### config.mk
export PLATFORM = sky130hd
export DESIGN_NAME = windowed_watchdog_regs
export DESIGN_NICKNAME = d
export VERILOG_FILES = /design/src/verilog/wdt_pkg.sv /design/src/verilog/wdt_core_if.sv /design/src/verilog/windowed_watchdog_regs.sv /design/src/verilog/wdt_timeout_core.sv
export VERILOG_INCLUDE_DIRS = /design/src /design/src/verilog
export SDC_FILE = /design/constraint.sdc
export NUM_CORES = 1
export LEC_CHECK = 0
export BUFFER_PORTS_ARGS = -buffer_cell sky130_fd_sc_hd__buf_2
export CORE_UTILIZATION = 40
export DETAILED_ROUTE_END_ITERATION = 10
export REMOVE_ABC_BUFFERS = 1
export SYNTH_ARGS = -nofsm -noshare
export SYNTH_HDL_FRONTEND = slang
export SYNTH_SLANG_ARGS = --single-unit
### constraint.sdc
create_clock -name sys_clk -period 9.1 [get_ports sys_clk]
set_clock_uncertainty 0.2 [all_clocks]
set_input_delay 0.455 -clock sys_clk [delete_from_list [all_inputs] [get_ports sys_clk]]
set_output_delay 0.455 -clock sys_clk [all_outputs]
set_load 0.05 [all_outputs]
### src/verilog/wdt_regs.svh
`ifndef WDT_REGS_SVH
`define WDT_REGS_SVH
`define WDT_CTRL_OFS 8'h00
`define WDT_STAT_OFS 8'h01
`define WDT_LOCK_BIT 7
`define WDT_SYNC_BIT 0
`define WDT_WIN_MSB 7
`define WDT_WIN_LSB 4
`define WDT_PER_MSB 3
`define WDT_PER_LSB 0
`define WDT_STAT_RST 8'h00
`define WDT_CTRL_RST 8'h00
`define WDT_CODE_OFF 4'h0
`define WDT_CODE_MAX 4'hB
`define WDT_BASE_TICKS 14'h0008
`define WDT_SYNC_TICKS 2'h2
`endif

### src/verilog/wdt_pkg.sv
`default_nettype none
package wdt_pkg;
  typedef enum logic [3:0] {
    WD_OFF = 4'b0001,
    WD_FREE = 4'b0010,
    WD_CLOSED = 4'b0100,
    WD_OPEN = 4'b1000
  } wd_state_t;
  typedef struct packed {
    logic [3:0] window;
    logic [3:0] period;
  } wdt_ctrl_t;
endpackage : wdt_pkg
`default_nettype wire

### src/verilog/wdt_core_if.sv
`timescale 1ns/10ps
`default_nettype none
interface wdt_core_if;
  import wdt_pkg::*;
  logic osc_tick;
  logic cfg_load;
  wdt_ctrl_t cfg;
  logic restart;
  logic halt;
  logic fire;
  wd_state_t state;
  modport regs (output osc_tick, output cfg_load, output cfg, output restart, output halt,
    input fire, input state);
  modport core (input osc_tick, input cfg_load, input cfg, input restart, input halt,
    output fire, output state);
endinterface : wdt_core_if
`default_nettype wire

### src/verilog/windowed_watchdog_regs.sv
// Operation
// - window code 1..11 enables windowed mode, closed length 8 ms doubling per step
// - window code zero disables windowed mode; codes above eleven are reserved
// - period code 1..11 enables watchdog with normal time-out; zero turns it off
// - in windowed mode the period code sets the open window length
// - while locked, control register writes are ignored
// - lock bit 7 only writes to one; clearing needs debug mode
// - non-zero period at end of boot sets the lock automatically
// - control write raises sync-pending flag at status bit 0 during transfer
// - hardware clears sync-pending after transfer; software cannot write it
// - lock writes only take effect inside the unlock window
// - sync-pending flag is not guarded by the unlock window
// - status at 0x01 resets to zero; control at 0x00 needs the unlock window
// - control register reset value comes from the boot fuse
// - restart in closed window resets system; missing open window restart resets too
// - restart syncs over oscillator ticks; further restarts meanwhile are ignored
//
// Design decision made here: the strobed register port.
`timescale 1ns/10ps
`default_nettype none
`include "wdt_regs.svh"
module windowed_watchdog_regs (
  input wire logic sys_clk,
  input wire logic rst_b,
  input wire logic [7:0] reg_addr,
  input wire logic [7:0] reg_wdata,
  input wire logic reg_wr,
  input wire logic reg_rd,
  output logic [7:0] reg_rdata,
  input wire logic change_protection,
  input wire logic watchdog_restart,
  input wire logic debug_mode,
  input wire logic cpu_halted,
  input wire logic boot_done,
  input wire wdt_pkg::wdt_ctrl_t boot_config_fuse,
  input wire logic wdt_osc,
  output logic system_reset
);
  import wdt_pkg::*;

  wdt_core_if core_bus ();

  wdt_ctrl_t ctrl_q;
  wdt_ctrl_t active_q;
  logic fuse_done_q;
  logic lock_q;
  logic sync_pending_flag_q;
  logic [1:0] cfg_cnt_q;
  logic cfg_load_q;
  logic restart_pend_q;
  logic [1:0] restart_cnt_q;
  logic restart_q;
  logic osc_meta_q;
  logic osc_sync_q;
  logic osc_prev_q;
  logic [7:0] rdata_q;
  logic system_reset_q;
  logic ctrl_wr;
  logic stat_wr;
  logic osc_tick;
  logic cfg_done;
  logic restart_done;

  // oscillator pin is asynchronous: two flops before any edge detect
  always_ff @(posedge sys_clk or negedge rst_b) begin
    if (!rst_b) begin
      osc_meta_q <= 1'b0;
      osc_sync_q <= 1'b0;
      osc_prev_q <= 1'b0;
    end else begin
      osc_meta_q <= wdt_osc;
      osc_sync_q <= osc_meta_q;
      osc_prev_q <= osc_sync_q;
    end
  end

  assign osc_tick = osc_sync_q & ~osc_prev_q;

  // protected, unlocked, and only after the fuse value has been taken
  assign ctrl_wr = reg_wr && (reg_addr == `WDT_CTRL_OFS) && change_protection
    && !lock_q && fuse_done_q;
  assign stat_wr = reg_wr && (reg_addr == `WDT_STAT_OFS) && change_protection;
  assign cfg_done = sync_pending_flag_q && osc_tick && (cfg_cnt_q == `WDT_SYNC_TICKS - 2'h1);
  assign restart_done = restart_pend_q && osc_tick
    && (restart_cnt_q == `WDT_SYNC_TICKS - 2'h1);

  // control register: fuse value taken once after reset release
  always_ff @(posedge sys_clk or negedge rst_b) begin
    if (!rst_b) begin
      ctrl_q <= `WDT_CTRL_RST;
      fuse_done_q <= 1'b0;
    end else if (!fuse_done_q) begin
      ctrl_q <= boot_config_fuse;
      fuse_done_q <= 1'b1;
    end else if (ctrl_wr) begin
      ctrl_q <= reg_wdata;
    end
  end

  // value seen by the timing core, loaded at fuse time or when a transfer ends
  always_ff @(posedge sys_clk or negedge rst_b) begin
    if (!rst_b) begin
      active_q <= `WDT_CTRL_RST;
      cfg_load_q <= 1'b0;
    end else begin
      cfg_load_q <= 1'b0;
      if (!fuse_done_q) begin
        active_q <= boot_config_fuse;
        cfg_load_q <= 1'b1;
      end else if (cfg_done && !ctrl_wr) begin
        active_q <= ctrl_q;
        cfg_load_q <= 1'b1;
      end
    end
  end

  // sync-pending flag; a new write wins over completion and restarts the transfer
  always_ff @(posedge sys_clk or negedge rst_b) begin
    if (!rst_b) begin
      sync_pending_flag_q <= 1'b0;
      cfg_cnt_q <= 2'h0;
    end else if (ctrl_wr) begin
      sync_pending_flag_q <= 1'b1;
      cfg_cnt_q <= 2'h0;
    end else if (cfg_done) begin
      sync_pending_flag_q <= 1'b0;
      cfg_cnt_q <= 2'h0;
    end else if (sync_pending_flag_q && osc_tick) begin
      cfg_cnt_q <= cfg_cnt_q + 2'h1;
    end
  end

  // lock: set by software write of one or at end of boot, cleared only in debug
  always_ff @(posedge sys_clk or negedge rst_b) begin
    if (!rst_b) begin
      lock_q <= 1'b0;
    end else if (boot_done && ctrl_q.period != `WDT_CODE_OFF && fuse_done_q) begin
      lock_q <= 1'b1;
    end else if (stat_wr && reg_wdata[`WDT_LOCK_BIT]) begin
      lock_q <= 1'b1;
    end else if (stat_wr && debug_mode) begin
      lock_q <= 1'b0;
    end
  end

  // restart synchronisation; extra restarts while pending are dropped
  always_ff @(posedge sys_clk or negedge rst_b) begin
    if (!rst_b) begin
      restart_pend_q <= 1'b0;
      restart_cnt_q <= 2'h0;
      restart_q <= 1'b0;
    end else begin
      restart_q <= 1'b0;
      if (restart_done) begin
        restart_pend_q <= 1'b0;
        restart_cnt_q <= 2'h0;
        restart_q <= 1'b1;
      end else if (restart_pend_q) begin
        if (osc_tick) begin
          restart_cnt_q <= restart_cnt_q + 2'h1;
        end
      end else if (watchdog_restart) begin
        restart_pend_q <= 1'b1;
        restart_cnt_q <= 2'h0;
      end
    end
  end

  assign core_bus.osc_tick = osc_tick;
  assign core_bus.cfg_load = cfg_load_q;
  assign core_bus.cfg = active_q;
  assign core_bus.restart = restart_q;
  assign core_bus.halt = cpu_halted;

  wdt_timeout_core #(
    .CNT_W(14)
  ) u_core (
    .sys_clk(sys_clk),
    .rst_b(rst_b),
    .core(core_bus.core)
  );

  // reset request held until the chip reset takes this block down
  always_ff @(posedge sys_clk or negedge rst_b) begin
    if (!rst_b) begin
      system_reset_q <= 1'b0;
    end else if (core_bus.fire) begin
      system_reset_q <= 1'b1;
    end
  end

  // read data valid only in the cycle after the read strobe
  always_ff @(posedge sys_clk or negedge rst_b) begin
    if (!rst_b) begin
      rdata_q <= 8'h00;
    end else if (reg_rd && reg_addr == `WDT_CTRL_OFS) begin
      rdata_q <= ctrl_q;
    end else if (reg_rd && reg_addr == `WDT_STAT_OFS) begin
      rdata_q <= `WDT_STAT_RST;
      rdata_q[`WDT_LOCK_BIT] <= lock_q;
      rdata_q[`WDT_SYNC_BIT] <= sync_pending_flag_q;
    end else begin
      rdata_q <= 8'h00;
    end
  end

  assign reg_rdata = rdata_q;
  assign system_reset = system_reset_q;
endmodule : windowed_watchdog_regs
`default_nettype wire

### src/verilog/wdt_timeout_core.sv
`timescale 1ns/10ps
`default_nettype none
`include "wdt_regs.svh"
module wdt_timeout_core #(
  parameter int CNT_W = 14
) (
  input wire logic sys_clk,
  input wire logic rst_b,
  wdt_core_if.core core
);
  import wdt_pkg::*;

  wd_state_t state_q;
  logic [CNT_W-1:0] count_q;
  logic fire_q;
  logic [CNT_W-1:0] count_inc;

  // code n gives 8 << (n-1) oscillator ticks; reserved codes clamp to the longest
  function automatic logic [CNT_W-1:0] code_len(input logic [3:0] code);
    logic [3:0] c;
    c = (code > `WDT_CODE_MAX) ? `WDT_CODE_MAX : code;
    code_len = CNT_W'(`WDT_BASE_TICKS) << (c - 4'h1);
  endfunction : code_len

  assign count_inc = count_q + CNT_W'(1);
  assign core.fire = fire_q;
  assign core.state = state_q;

  always_ff @(posedge sys_clk or negedge rst_b) begin
    if (!rst_b) begin
      state_q <= WD_OFF;
      count_q <= '0;
      fire_q <= 1'b0;
    end else begin
      fire_q <= 1'b0;
      if (core.cfg_load || core.halt) begin
        // new setting or debug halt: counter cleared, first closed window skipped
        count_q <= '0;
        state_q <= (core.cfg.period != `WDT_CODE_OFF) ? WD_FREE : WD_OFF;
      end else if (core.restart && state_q != WD_OFF) begin
        count_q <= '0;
        if (state_q == WD_CLOSED) begin
          fire_q <= 1'b1;
        end else if (core.cfg.window != `WDT_CODE_OFF) begin
          state_q <= WD_CLOSED;
        end else begin
          state_q <= WD_FREE;
        end
      end else if (core.osc_tick) begin
        unique case (state_q)
          WD_OFF: begin
            count_q <= '0;
          end
          WD_FREE, WD_OPEN: begin
            if (count_inc >= code_len(core.cfg.period)) begin
              fire_q <= 1'b1;
              count_q <= '0;
            end else begin
              count_q <= count_inc;
            end
          end
          WD_CLOSED: begin
            if (count_inc >= code_len(core.cfg.window)) begin
              state_q <= WD_OPEN;
              count_q <= '0;
            end else begin
              count_q <= count_inc;
            end
          end
        endcase
      end
    end
  end
endmodule : wdt_timeout_core
`default_nettype wire

==> flow_metrics.tcl, run 1 <==
set metrics [dict create \
    cts_sinks 57 \
    ys_top_cells_by_count "nand2_1, dfrtp_1, a21oi_1, nor2_1, ha_1" \
    die_h_um 94.07 \
    grt_max_degree 58 \
    synth.area.top_cells "dfrtp_1, ha_1, nand2_1" \
    overflow 0 \
    top_layer "met4" \
    nNetsFinal 465 \
    critical_path.most_common_cell "ha_1" \
    r2r_slack_ns 5.12 \
    syn_area_per_cell_um2 9.264 \
    synth_top_area_share_pct 41.33 \
    cp_data_required_time_ns 9.15 \
    grt_pass1_vias 2568 \
    pre_cts_slack_ns 5.150 \
    drv_slew 0 \
    ctsLongestPathBuffers 2 \
    hpwl_mm 5.356 \
    synthCells 366 \
    rows 33 \
    ir_worst_vdd_uv 86.27 \
    tightest_slew_ns 0.9321 \
    worst_slack_ns 5.124 \
    hold_viol_final 0 \
    yosys.area.top_type "dfrtp_1" \
    wl_met3_um 303 \
    num_vias 2720 \
    die-area_um2 8849 \
    wl_met2_mm 3.302 \
    wl_met1_mm 3.592 \
    drv_cap 0 \
    tns_ns 0 \
    htree_levels 3 \
    synth_edf_count 0 \
    cts_buffers 9 \
    wl_mm 7.345 \
    ys_warn_count 0 \
    slowest_delay_ns 0.55 \
    cp-end-kind "flop" \
    place_congestion 0.8352 \
    die_w_um 94.07 \
    clk_latency_ns 0.34 \
    relSlewSlack_pct 37.86 \
    wl_per_cell_um 14.23 \
    yosysMostFrequentCell "nand2_1" \
    synthFlopType "dfrtp_1" \
    dr.first_iter.drc_count 151 \
    fp.coreArea_um2 8217 \
    crit_chain "ha_1 > nand3_1 > or2_2 > nor3_1 > xor2_1 > ha_1 > and4_1 > a41oi_1 > and3_1 > a22o_1 > o21ai_0 > a21oi_1" \
    drive_above_1_share_pct 18.25 \
    clkSlewWorstSetupHoldPaths_ns 0.07 \
    cts_setup_buffers 0 \
    rsz0062_at_grt "false" \
    ys_seq_area_share_pct 42.10 \
    r2r_cells 12 \
    cp_slowest_cell "a22o_1" \
    ff_latch_area_um2 1428 \
    critical_path_class "flop to flop" \
    ys_ff_latch 57 \
    grt_pass1_wl_mm 12.45 \
    avgViaCountPerCell 5.271 \
    clock.fmax_mhz 251.5 \
    cp.arrival_ns 4.03 \
    multi_input_comb_area_um2 1854 \
    yosys.cell_types.count 50 \
    r2r-start "u_core.count_q[0]$_DFFE_PN0N_" \
    cts_tree "built" \
    port_buffers 42 \
    crit_fanout 18 \
    antenna_cells 0 \
    min_period_ns 3.976 \
    finalCritPeriodShare_pct 43.69 \
    synthArstFlopShare_pct 100.0 \
    start_kind "flop" \
    grt_usage_pct 18.56 \
    p_leak_uw 0.001770 \
    initial_utilization_pct 41.27 \
    ios 43 \
    netlist_area_um2 3391 \
    finalSetupViolations 0 \
    ant_nets 0 \
    firstDrtPassIters 4 \
    drc 0 \
    antenna_found_initial 0 \
    power_density_nw_per_um2 168.7 \
    hp-class "input pin to asynchronous set/reset pin" \
    reg2reg_to "u_core.count_q[5]$_DFFE_PN0N_" \
    status "complete, no violations" \
    areaGrowthSynthToFinish_pct 14.76 \
    root_buffer "clkbuf_8" \
    fillCellCount 801 \
]
[worst max-delay path: cells and delay by family (launching register included)]
| family | cells | cell delay [ns] |
|---|---|---|
| AOI/OAI and AO/OA | 4 | 1.14 |
| DFF | 1 | 0.43 |
| adders and majority gates | 2 | 0.55 |
| and+or+nand+nor | 5 | 1.24 |
| xor gates and xnor gates | 1 | 0.35 |
[per-stage QoR]
step / utilization [%] / hold WS (ns) / area (um^2) / std cells / power (uW)
finish: 47.36 / 0.04774 / 3891 / 516 / 656.3
global route: 47.36 / 0.07237 / 3891 / 516 / 691.1
CTS: 47.36 / 0.07075 / 3891 / 516 / 665.2
detailed placement: 44.56 / 0.1387 / 3661 / 499 / 396.7
global placement: 44.56 / 0.1345 / 3661 / 499 / 394.1
floorplan: - / -0.04059 / 3304 / 350 / 360.4
[how the worst max path moves through the flow]
stage	cells past startpoint	endpoint	slack (ns)	from
CTS	12	u_core.count_q[5]$_DFFE_PN0N_	5.13	u_core.count_q[0]$_DFFE_PN0N_
detailed placement	12	u_core.count_q[5]$_DFFE_PN0N_	5.15	u_core.count_q[0]$_DFFE_PN0N_
global placement	12	u_core.count_q[5]$_DFFE_PN0N_	5.27	u_core.count_q[0]$_DFFE_PN0N_
finish	12	u_core.count_q[5]$_DFFE_PN0N_	5.12	u_core.count_q[0]$_DFFE_PN0N_
global route	12	u_core.count_q[5]$_DFFE_PN0N_	4.74	u_core.count_q[0]$_DFFE_PN0N_
floorplan	12	u_core.core.state[1]$_DFFE_PN0P_	5.74	u_core.count_q[0]$_DFFE_PN0N_
[report_power, final]
part / internal, uW / total (uW) / switching [uW]
registers: 273 / 293 / 20.2
clock network: 161 / 264 / 103
logic: 39.3 / 98.9 / 59.6
[state kept, by name, indices dropped and copies added (netlist names), 2 cells and up]
register           flops
active_q               8
cfg_cnt_q              2
ctrl_q                 8
reg_rdata              8
restart_cnt_q          2
u_core.core.state      4
u_core.count_q        14
[final cells by class]
cell class | count | area share (%)
Timing Repair Buffer | 45 | 6.045
Clock buffer | 11 | 3.633
Inverter | 6 | 0.5788
Sequential cell | 57 | 36.69
Multi-Input combinational cell | 287 | 47.65
Clock inverter | 5 | 2.026
Tap cell | 105 | 3.376
[layout by cell type (no fill, tap or decap), drive strengths merged, types with 2 or more instances in the layout]
| cell type | count |
|---|---|
| nand2 | 58 |
| dfrtp | 56 |
| buf | 44 |
| a21oi | 36 |
| nor2 | 28 |
| ha | 25 |
| nand3 | 22 |
| mux2i | 19 |
| o21ai | 12 |
| clkbuf | 11 |
| xnor2 | 10 |
| nor2b | 9 |
| nor3 | 9 |
| and2 | 8 |
| and3 | 7 |
| inv | 6 |
| xor2 | 5 |
| and4 | 4 |
| a31oi | 4 |
| or2 | 3 |
| nand2b | 3 |
| or4 | 3 |
| clkinv | 3 |
| a211oi | 2 |
| a21o | 2 |
| a41oi | 2 |
| bufinv | 2 |
| nor4 | 2 |
[routing by layer]
| layer | GRT usage, % | vias up |
|---|---|---|
| li1 | - | 1361 |
| met5 | 0 | - |
| met3 | 4.207 | 14 |
| met1 | 25.86 | 1279 |
| met2 | 27.80 | 66 |
| met4 | 7.308 | 0 |
[cells by family after synthesis]
family	after synthesis	share of synthesized area, %
compound gates	66	11.62
xor+xnor	15	4.096
fa+ha+maj	25	9.225
buf+inv	22	3.210
flops	57	42.10
mux	20	5.941
other cells	1	0.1106
simple gates	160	23.69
[what timing repair did]
item	4_1_cts	5_1_grt
endpoints found under the hold margin	1	0
hold buffers	1	0
resized for setup	0	0
(Power assumes the default switching activity.)
==> run 2, diff against run 1 <==
==> constraint.sdc (replaced) <==
create_clock -name sys_clk -period 3.85 [get_ports sys_clk]
set_clock_uncertainty 0.2 [all_clocks]
set_input_delay 0.1925 -clock sys_clk [delete_from_list [all_inputs] [get_ports sys_clk]]
set_output_delay 0.1925 -clock sys_clk [all_outputs]
set_load 0.05 [all_outputs]
==> flow_metrics.tcl, run 2 (synthesized netlist as in run 1, its figures left out) <==
set metrics [dict create \
    ir_worst_vdd_uv 235.2 \
    multi_input_comb_area_um2 1862 \
    critical_path_class "flop to flop" \
    hpwl_mm 5.321 \
    p_int_uw 1063 \
    antenna_cells 0 \
    wl_per_cell_um 13.55 \
    place_congestion 0.9161 \
    drive_above_1_share_pct 17.70 \
    cp_slowest_cell "dfrtp_1" \
    grt_max_degree 35 \
    htree_levels 3 \
    post_dp_cell_area_um2 3676 \
    stdcell_area_um2 4116 \
    start_kind "flop" \
    grt_usage_pct 18.48 \
    fillCellCount 750 \
    clock.fmax_mhz 277.7 \
    ff_latch_area_um2 1428 \
    num_vias 2808 \
    swShare_pct 28.12 \
    p_switching_uw 415.9 \
    power_density_nw_per_um2 359.3 \
    rows 33 \
    seqPwrFrac_pct 46.8 \
    wl_mm 7.317 \
    antenna_found_initial 0 \
    grt_pass1_vias 2620 \
    cts_buffers 9 \
    min_period_ns 3.601 \
    ctsLongestPathBuffers 2 \
    p_comb_share_pct 17.2 \
    overflow 0 \
    crit_fanout 6 \
    relSlewSlack_pct 37.11 \
    dr.first_iter.drc_count 140 \
    ios 43 \
    power.total_uw 1479 \
    finalCritPeriodShare_pct 93.54 \
    grt_pass1_wl_mm 12.36 \
    p_leak_uw 0.001862 \
    cts_sinks 57 \
    finalSetupViolations 0 \
    crit_buf_inv 0 \
    initial_utilization_pct 41.27 \
    die_h_um 94.07 \
    top_register "u_core.count_q" \
    status "complete, no violations" \
    drv_slew 0 \
    cp-end-kind "flop" \
    clkPwrFrac_pct 35.9 \
    hold_viol_final 0 \
    rsz0062_at_grt "false" \
    tns_ns 0 \
    cp.arrival_ns 3.62 \
    clkSlewWorstSetupHoldPaths_ns 0.07 \
    fp.coreArea_um2 8217 \
    die_w_um 94.07 \
    clk_latency_ns 0.34 \
    die-area_um2 8849 \
    avgViaCountPerCell 5.200 \
    root_buffer "clkbuf_8" \
    layout_commonest_cell "nand2_1" \
    cts_tree "built" \
    slowest_delay_ns 0.42 \
    tightest_slew_ns 0.9434 \
    largest_reg_flops 14 \
    nNetsFinal 491 \
    final_cell_mix "nand2_1, dfrtp_1, buf_2" \
    path_delay_family "simple AND/OR/NAND/NOR gates" \
    cp_data_required_time_ns 3.87 \
    drv_cap 0 \
    crit_chain "ha_1 > nand3_1 > or2_2 > nor2_1 > xor2_1 > ha_1 > and4_1 > o311a_1 > o21ai_0 > nand3_1 > a41oi_2 > mux2_2" \
    hp-class "input pin to flop" \
    port_buffers 42 \
    drc 0 \
    ant_nets 0 \
    firstDrtPassIters 4 \
    areaGrowthSynthToFinish_pct 21.40 \
]
[run 2: timing repair]
item | 4_1_cts | 5_1_grt
resized for setup | 0 | 1
hold endpoints to repair | 45 | 0
setup buffers | 0 | 0
endpoints found under the setup margin | 0 | 1
hold buffers | 25 | 0
[run 2: path summary, 6_finish.rpt]
kind                                                     to  slack (ns)                          start  depth (start not counted)
max                        u_core.core.state[1]$_DFFE_PN0P_        0.25  u_core.count_q[0]$_DFFE_PN0N_                         12
min                                  reg_rdata[0]$_DFF_PN0_        0.02                    reg_addr[0]                          3
max reg2reg                u_core.core.state[1]$_DFFE_PN0P_        0.25  u_core.count_q[0]$_DFFE_PN0N_                         12
min reg2reg                            osc_sync_q$_DFF_PN0_        0.15           osc_meta_q$_DFF_PN0_                          0
max in group asynchronous              cfg_load_q$_DFF_PN0_        2.45                          rst_b                          3
min in group asynchronous     u_core.count_q[1]$_DFFE_PN0N_        0.17                          rst_b                          2
[run 2: layout make-up]
class                   count  area share [%]
multi-input cells         287           45.23
well taps                 105           3.191
flip-flops and latches     57           34.68
repair buffers             71           11.91
inverters                   6          0.5471
clock inverters             4           1.094
clock buffers              10           3.343
[run 2: metrics by stage]
stage	setup slack, ns	utilization (%)	hold WS, ns	cells
floorplan	0.4865	-	-0.3031	350
global placement	0.2934	44.74	0.02120	501
detailed placement	0.2086	44.74	0.02421	501
CTS	0.1809	50.01	0.004100	540
global route	0.004299	50.10	0.05513	540
finish	0.2487	50.10	0.01893	540
[run 2: worst register-to-register path: stages, from the launching register on]
cell     delay [ns]
dfrtp_1        0.42
ha_1           0.24
nand3_1        0.17
or2_2          0.40
nor2_1         0.14
xor2_1         0.26
ha_1           0.29
and4_1         0.22
o311a_1        0.12
o21ai_0        0.21
nand3_1        0.14
a41oi_2        0.30
mux2_2         0.36
[run 2: power by group through the flow]
| stage | Clock, uW | Sequential [uW] | Combinational, uW |
|---|---|---|---|
| 2_1_floorplan | 0 | 703 | 149 |
| 3_3_place_gp | 0 | 701 | 233 |
| 3_5_place_dp | 0 | 704 | 237 |
| 4_1_cts | 547 | 693 | 256 |
| 5_1_grt | 576 | 700 | 286 |
| 6_report | 532 | 693 | 255 |
[run 2: routing by layer]
| layer | GRT usage (%) | routed length, um | part of all wire [%] |
|---|---|---|---|
| met5 | 0 | 0 | 0 |
| met2 | 28.77 | 3357 | 46 |
| met3 | 4.045 | 347 | 4.7 |
| met1 | 23.94 | 3428 | 47 |
| met4 | 9.744 | 183 | 2.5 |
==> run 3, diff against run 2 <==
--- a/config.mk
+++ b/config.mk
@@ -7,9 +7,10 @@
 export NUM_CORES = 1
 export LEC_CHECK = 0
 export BUFFER_PORTS_ARGS = -buffer_cell sky130_fd_sc_hd__buf_2
-export CORE_UTILIZATION = 40
+export CORE_UTILIZATION = 39
 export DETAILED_ROUTE_END_ITERATION = 10
 export REMOVE_ABC_BUFFERS = 1
+export SLEW_MARGIN = 10
 export SYNTH_ARGS = -nofsm -noshare
 export SYNTH_HDL_FRONTEND = slang
 export SYNTH_SLANG_ARGS = --single-unit
==> flow_metrics.tcl, run 3 (synthesized netlist as in run 1, its figures left out) <==
set metrics [dict create \
    antenna_cells 0 \
    critical_path_class "flop to flop" \
    hp-class "input pin to flop" \
    num_vias 2815 \
    post_dp_cell_area_um2 3676 \
    grt_pass1_wl_mm 12.73 \
    ant_nets 0 \
    slowest_delay_ns 0.43 \
    clkSlewWorstSetupHoldPaths_ns 0.08 \
    ctsLongestPathBuffers 2 \
    grt_max_degree 34 \
    die_h_um 95.24 \
    r2r-start "u_core.count_q[0]$_DFFE_PN0N_" \
    initial_utilization_pct 40.86 \
    worst_slack_ns 0.2166 \
    clock.fmax_mhz 275.2 \
    htree_levels 3 \
    avgViaCountPerCell 5.184 \
    wl_per_cell_um 13.97 \
    finalCritPeriodShare_pct 94.37 \
    port_buffers 42 \
    cp_slowest_cell "dfrtp_1" \
    stdcell_area_um2 4168 \
    wl_mm 7.587 \
    antenna_found_initial 0 \
    fp.coreArea_um2 8299 \
    hp-start "reg_addr[1]" \
    dr.first_iter.drc_count 161 \
    firstDrtPassIters 7 \
    cp-startpoint "u_core.count_q[0]$_DFFE_PN0N_" \
    seqPwrFrac_pct 44.6 \
    swShare_pct 29.95 \
    r2r_slack_ns 0.22 \
    hold_viol_final 0 \
    ios 43 \
    drive_above_1_share_pct 18.49 \
    place_congestion 0.8163 \
    p_int_uw 1085 \
    drc 0 \
    p_comb_share_pct 17.1 \
    status "complete, no violations" \
    crit_chain "ha_1 > nand3_1 > or2_2 > nor2_1 > xor2_2 > ha_1 > and4_1 > o311a_1 > o21ai_1 > nand3_1 > a41oi_2 > mux2_2" \
    cp.arrival_ns 3.67 \
    fillCellCount 802 \
    tightest_slew_ns 0.9149 \
    crit_fanout 6 \
    root_buffer "clkbuf_8" \
    cts_tree "built" \
    relSlewSlack_pct 39.01 \
    die-area_um2 9071 \
    cts_buffers 9 \
    cts_sinks 57 \
    drv_slew 0 \
    cts_setup_buffers 0 \
    rows 33 \
    finalSetupViolations 0 \
    largest_reg_flops 14 \
    layout_commonest_cell "nand2_1" \
    pre_cts_slack_ns 0.1112 \
    cp_data_required_time_ns 3.89 \
    fin_util_pct 50.22 \
    start_kind "flop" \
    ir_worst_vdd_uv 222.4 \
    final_cell_mix "nand2_1, dfrtp_1, buf_2" \
    nNetsFinal 492 \
    p_switching_uw 464.0 \
    die_w_um 95.24 \
    clkPwrFrac_pct 38.3 \
    power_density_nw_per_um2 371.7 \
    grt_usage_pct 18.54 \
    areaGrowthSynthToFinish_pct 22.92 \
    overflow 0 \
    p_leak_uw 0.001874 \
    grt_pass1_vias 2706 \
    clk_latency_ns 0.36 \
    hpwl_mm 5.371 \
    min_period_ns 3.633 \
    cp-end-kind "flop" \
    drv_cap 0 \
    top_register "u_core.count_q" \
]
run 3: cell types whose count changed in the layout (fill, tap and decap cells not counted):
cell,change
o21ai_1,+1
dlygate4sd3_1,+1
inv_6,+2
xor2_2,+1
o21ai_0,-1
clkinv_4,+3
a211oi_1,-1
xor2_1,-1
clkinv_2,-3
a211oi_2,+1
run 3: critical path: cells and delay by family (launching register included):
kind | cells | cell delay, ns
XOR/XNOR | 1 | 0.25
AND/OR/NAND/NOR | 5 | 1.11
multiplexers | 1 | 0.37
flip-flops | 1 | 0.43
adder cells (fa/ha/maj) | 2 | 0.54
AO/OA/AOI/OAI | 3 | 0.61
run 3: routing by layer:
layer  GRT usage [%]  up-vias  part of all wire [%]
li1                -     1422                     -
met1           24.16     1334                    49
met2           29.46       44                    46
met3           5.582       15                   3.6
met4           5.682        0                   1.7
met5               0        -                     0
run 3: final cells by class:
cell class              instances  area [um^2]  area share [%]
flip-flops and latches         57         1428           34.25
inverters                       6        22.52          0.5404
repair buffers                 72        500.5           12.01
clock inverters                 6        73.82           1.771
well taps                     105        131.4           3.152
clock buffers                  10        137.6           3.302
multi-input cells             287         1874           44.97
run 3: power groups by stage:
stage / clock [uW] / combinational, uW / sequential (uW)
floorplan: 0 / 149 / 703
global placement: 0 / 234 / 701
detailed placement: 0 / 239 / 703
CTS: 609 / 261 / 691
global route: 637 / 299 / 699
finish: 594 / 265 / 690
run 3: timing repair:
| action | in CTS | in global routing |
|---|---|---|
| resized for setup | 0 | 4 |
| endpoints found under the hold margin | 46 | 0 |
| hold buffers | 26 | 0 |
| endpoints found under the setup margin | 0 | 12 |
run 3: metrics by stage:
stage,hold slack [ns],std cells,total power (uW),TNS [ns]
finish,0.1369,543,1549,0
global route,0.1703,543,1635,-0.03940
CTS,0.1446,543,1561,0
detailed placement,0.03420,501,941.7,0
global placement,0.02205,501,934.7,0
floorplan,-0.3031,350,851.8,0
run 3: worst paths after layout:
kind | endpoint | depth (start not counted)
max in group asynchronous | restart_cnt_q[0]$_DFFE_PN0P_ | 3
min in group asynchronous | osc_meta_q$_DFF_PN0_ | 2
worst min register to register | osc_sync_q$_DFF_PN0_ | 0
worst min-delay path | reg_rdata[3]$_DFF_PN0_ | 5
worst max-delay path | u_core.core.state[1]$_DFFE_PN0P_ | 12
worst max register to register | u_core.core.state[1]$_DFFE_PN0P_ | 12
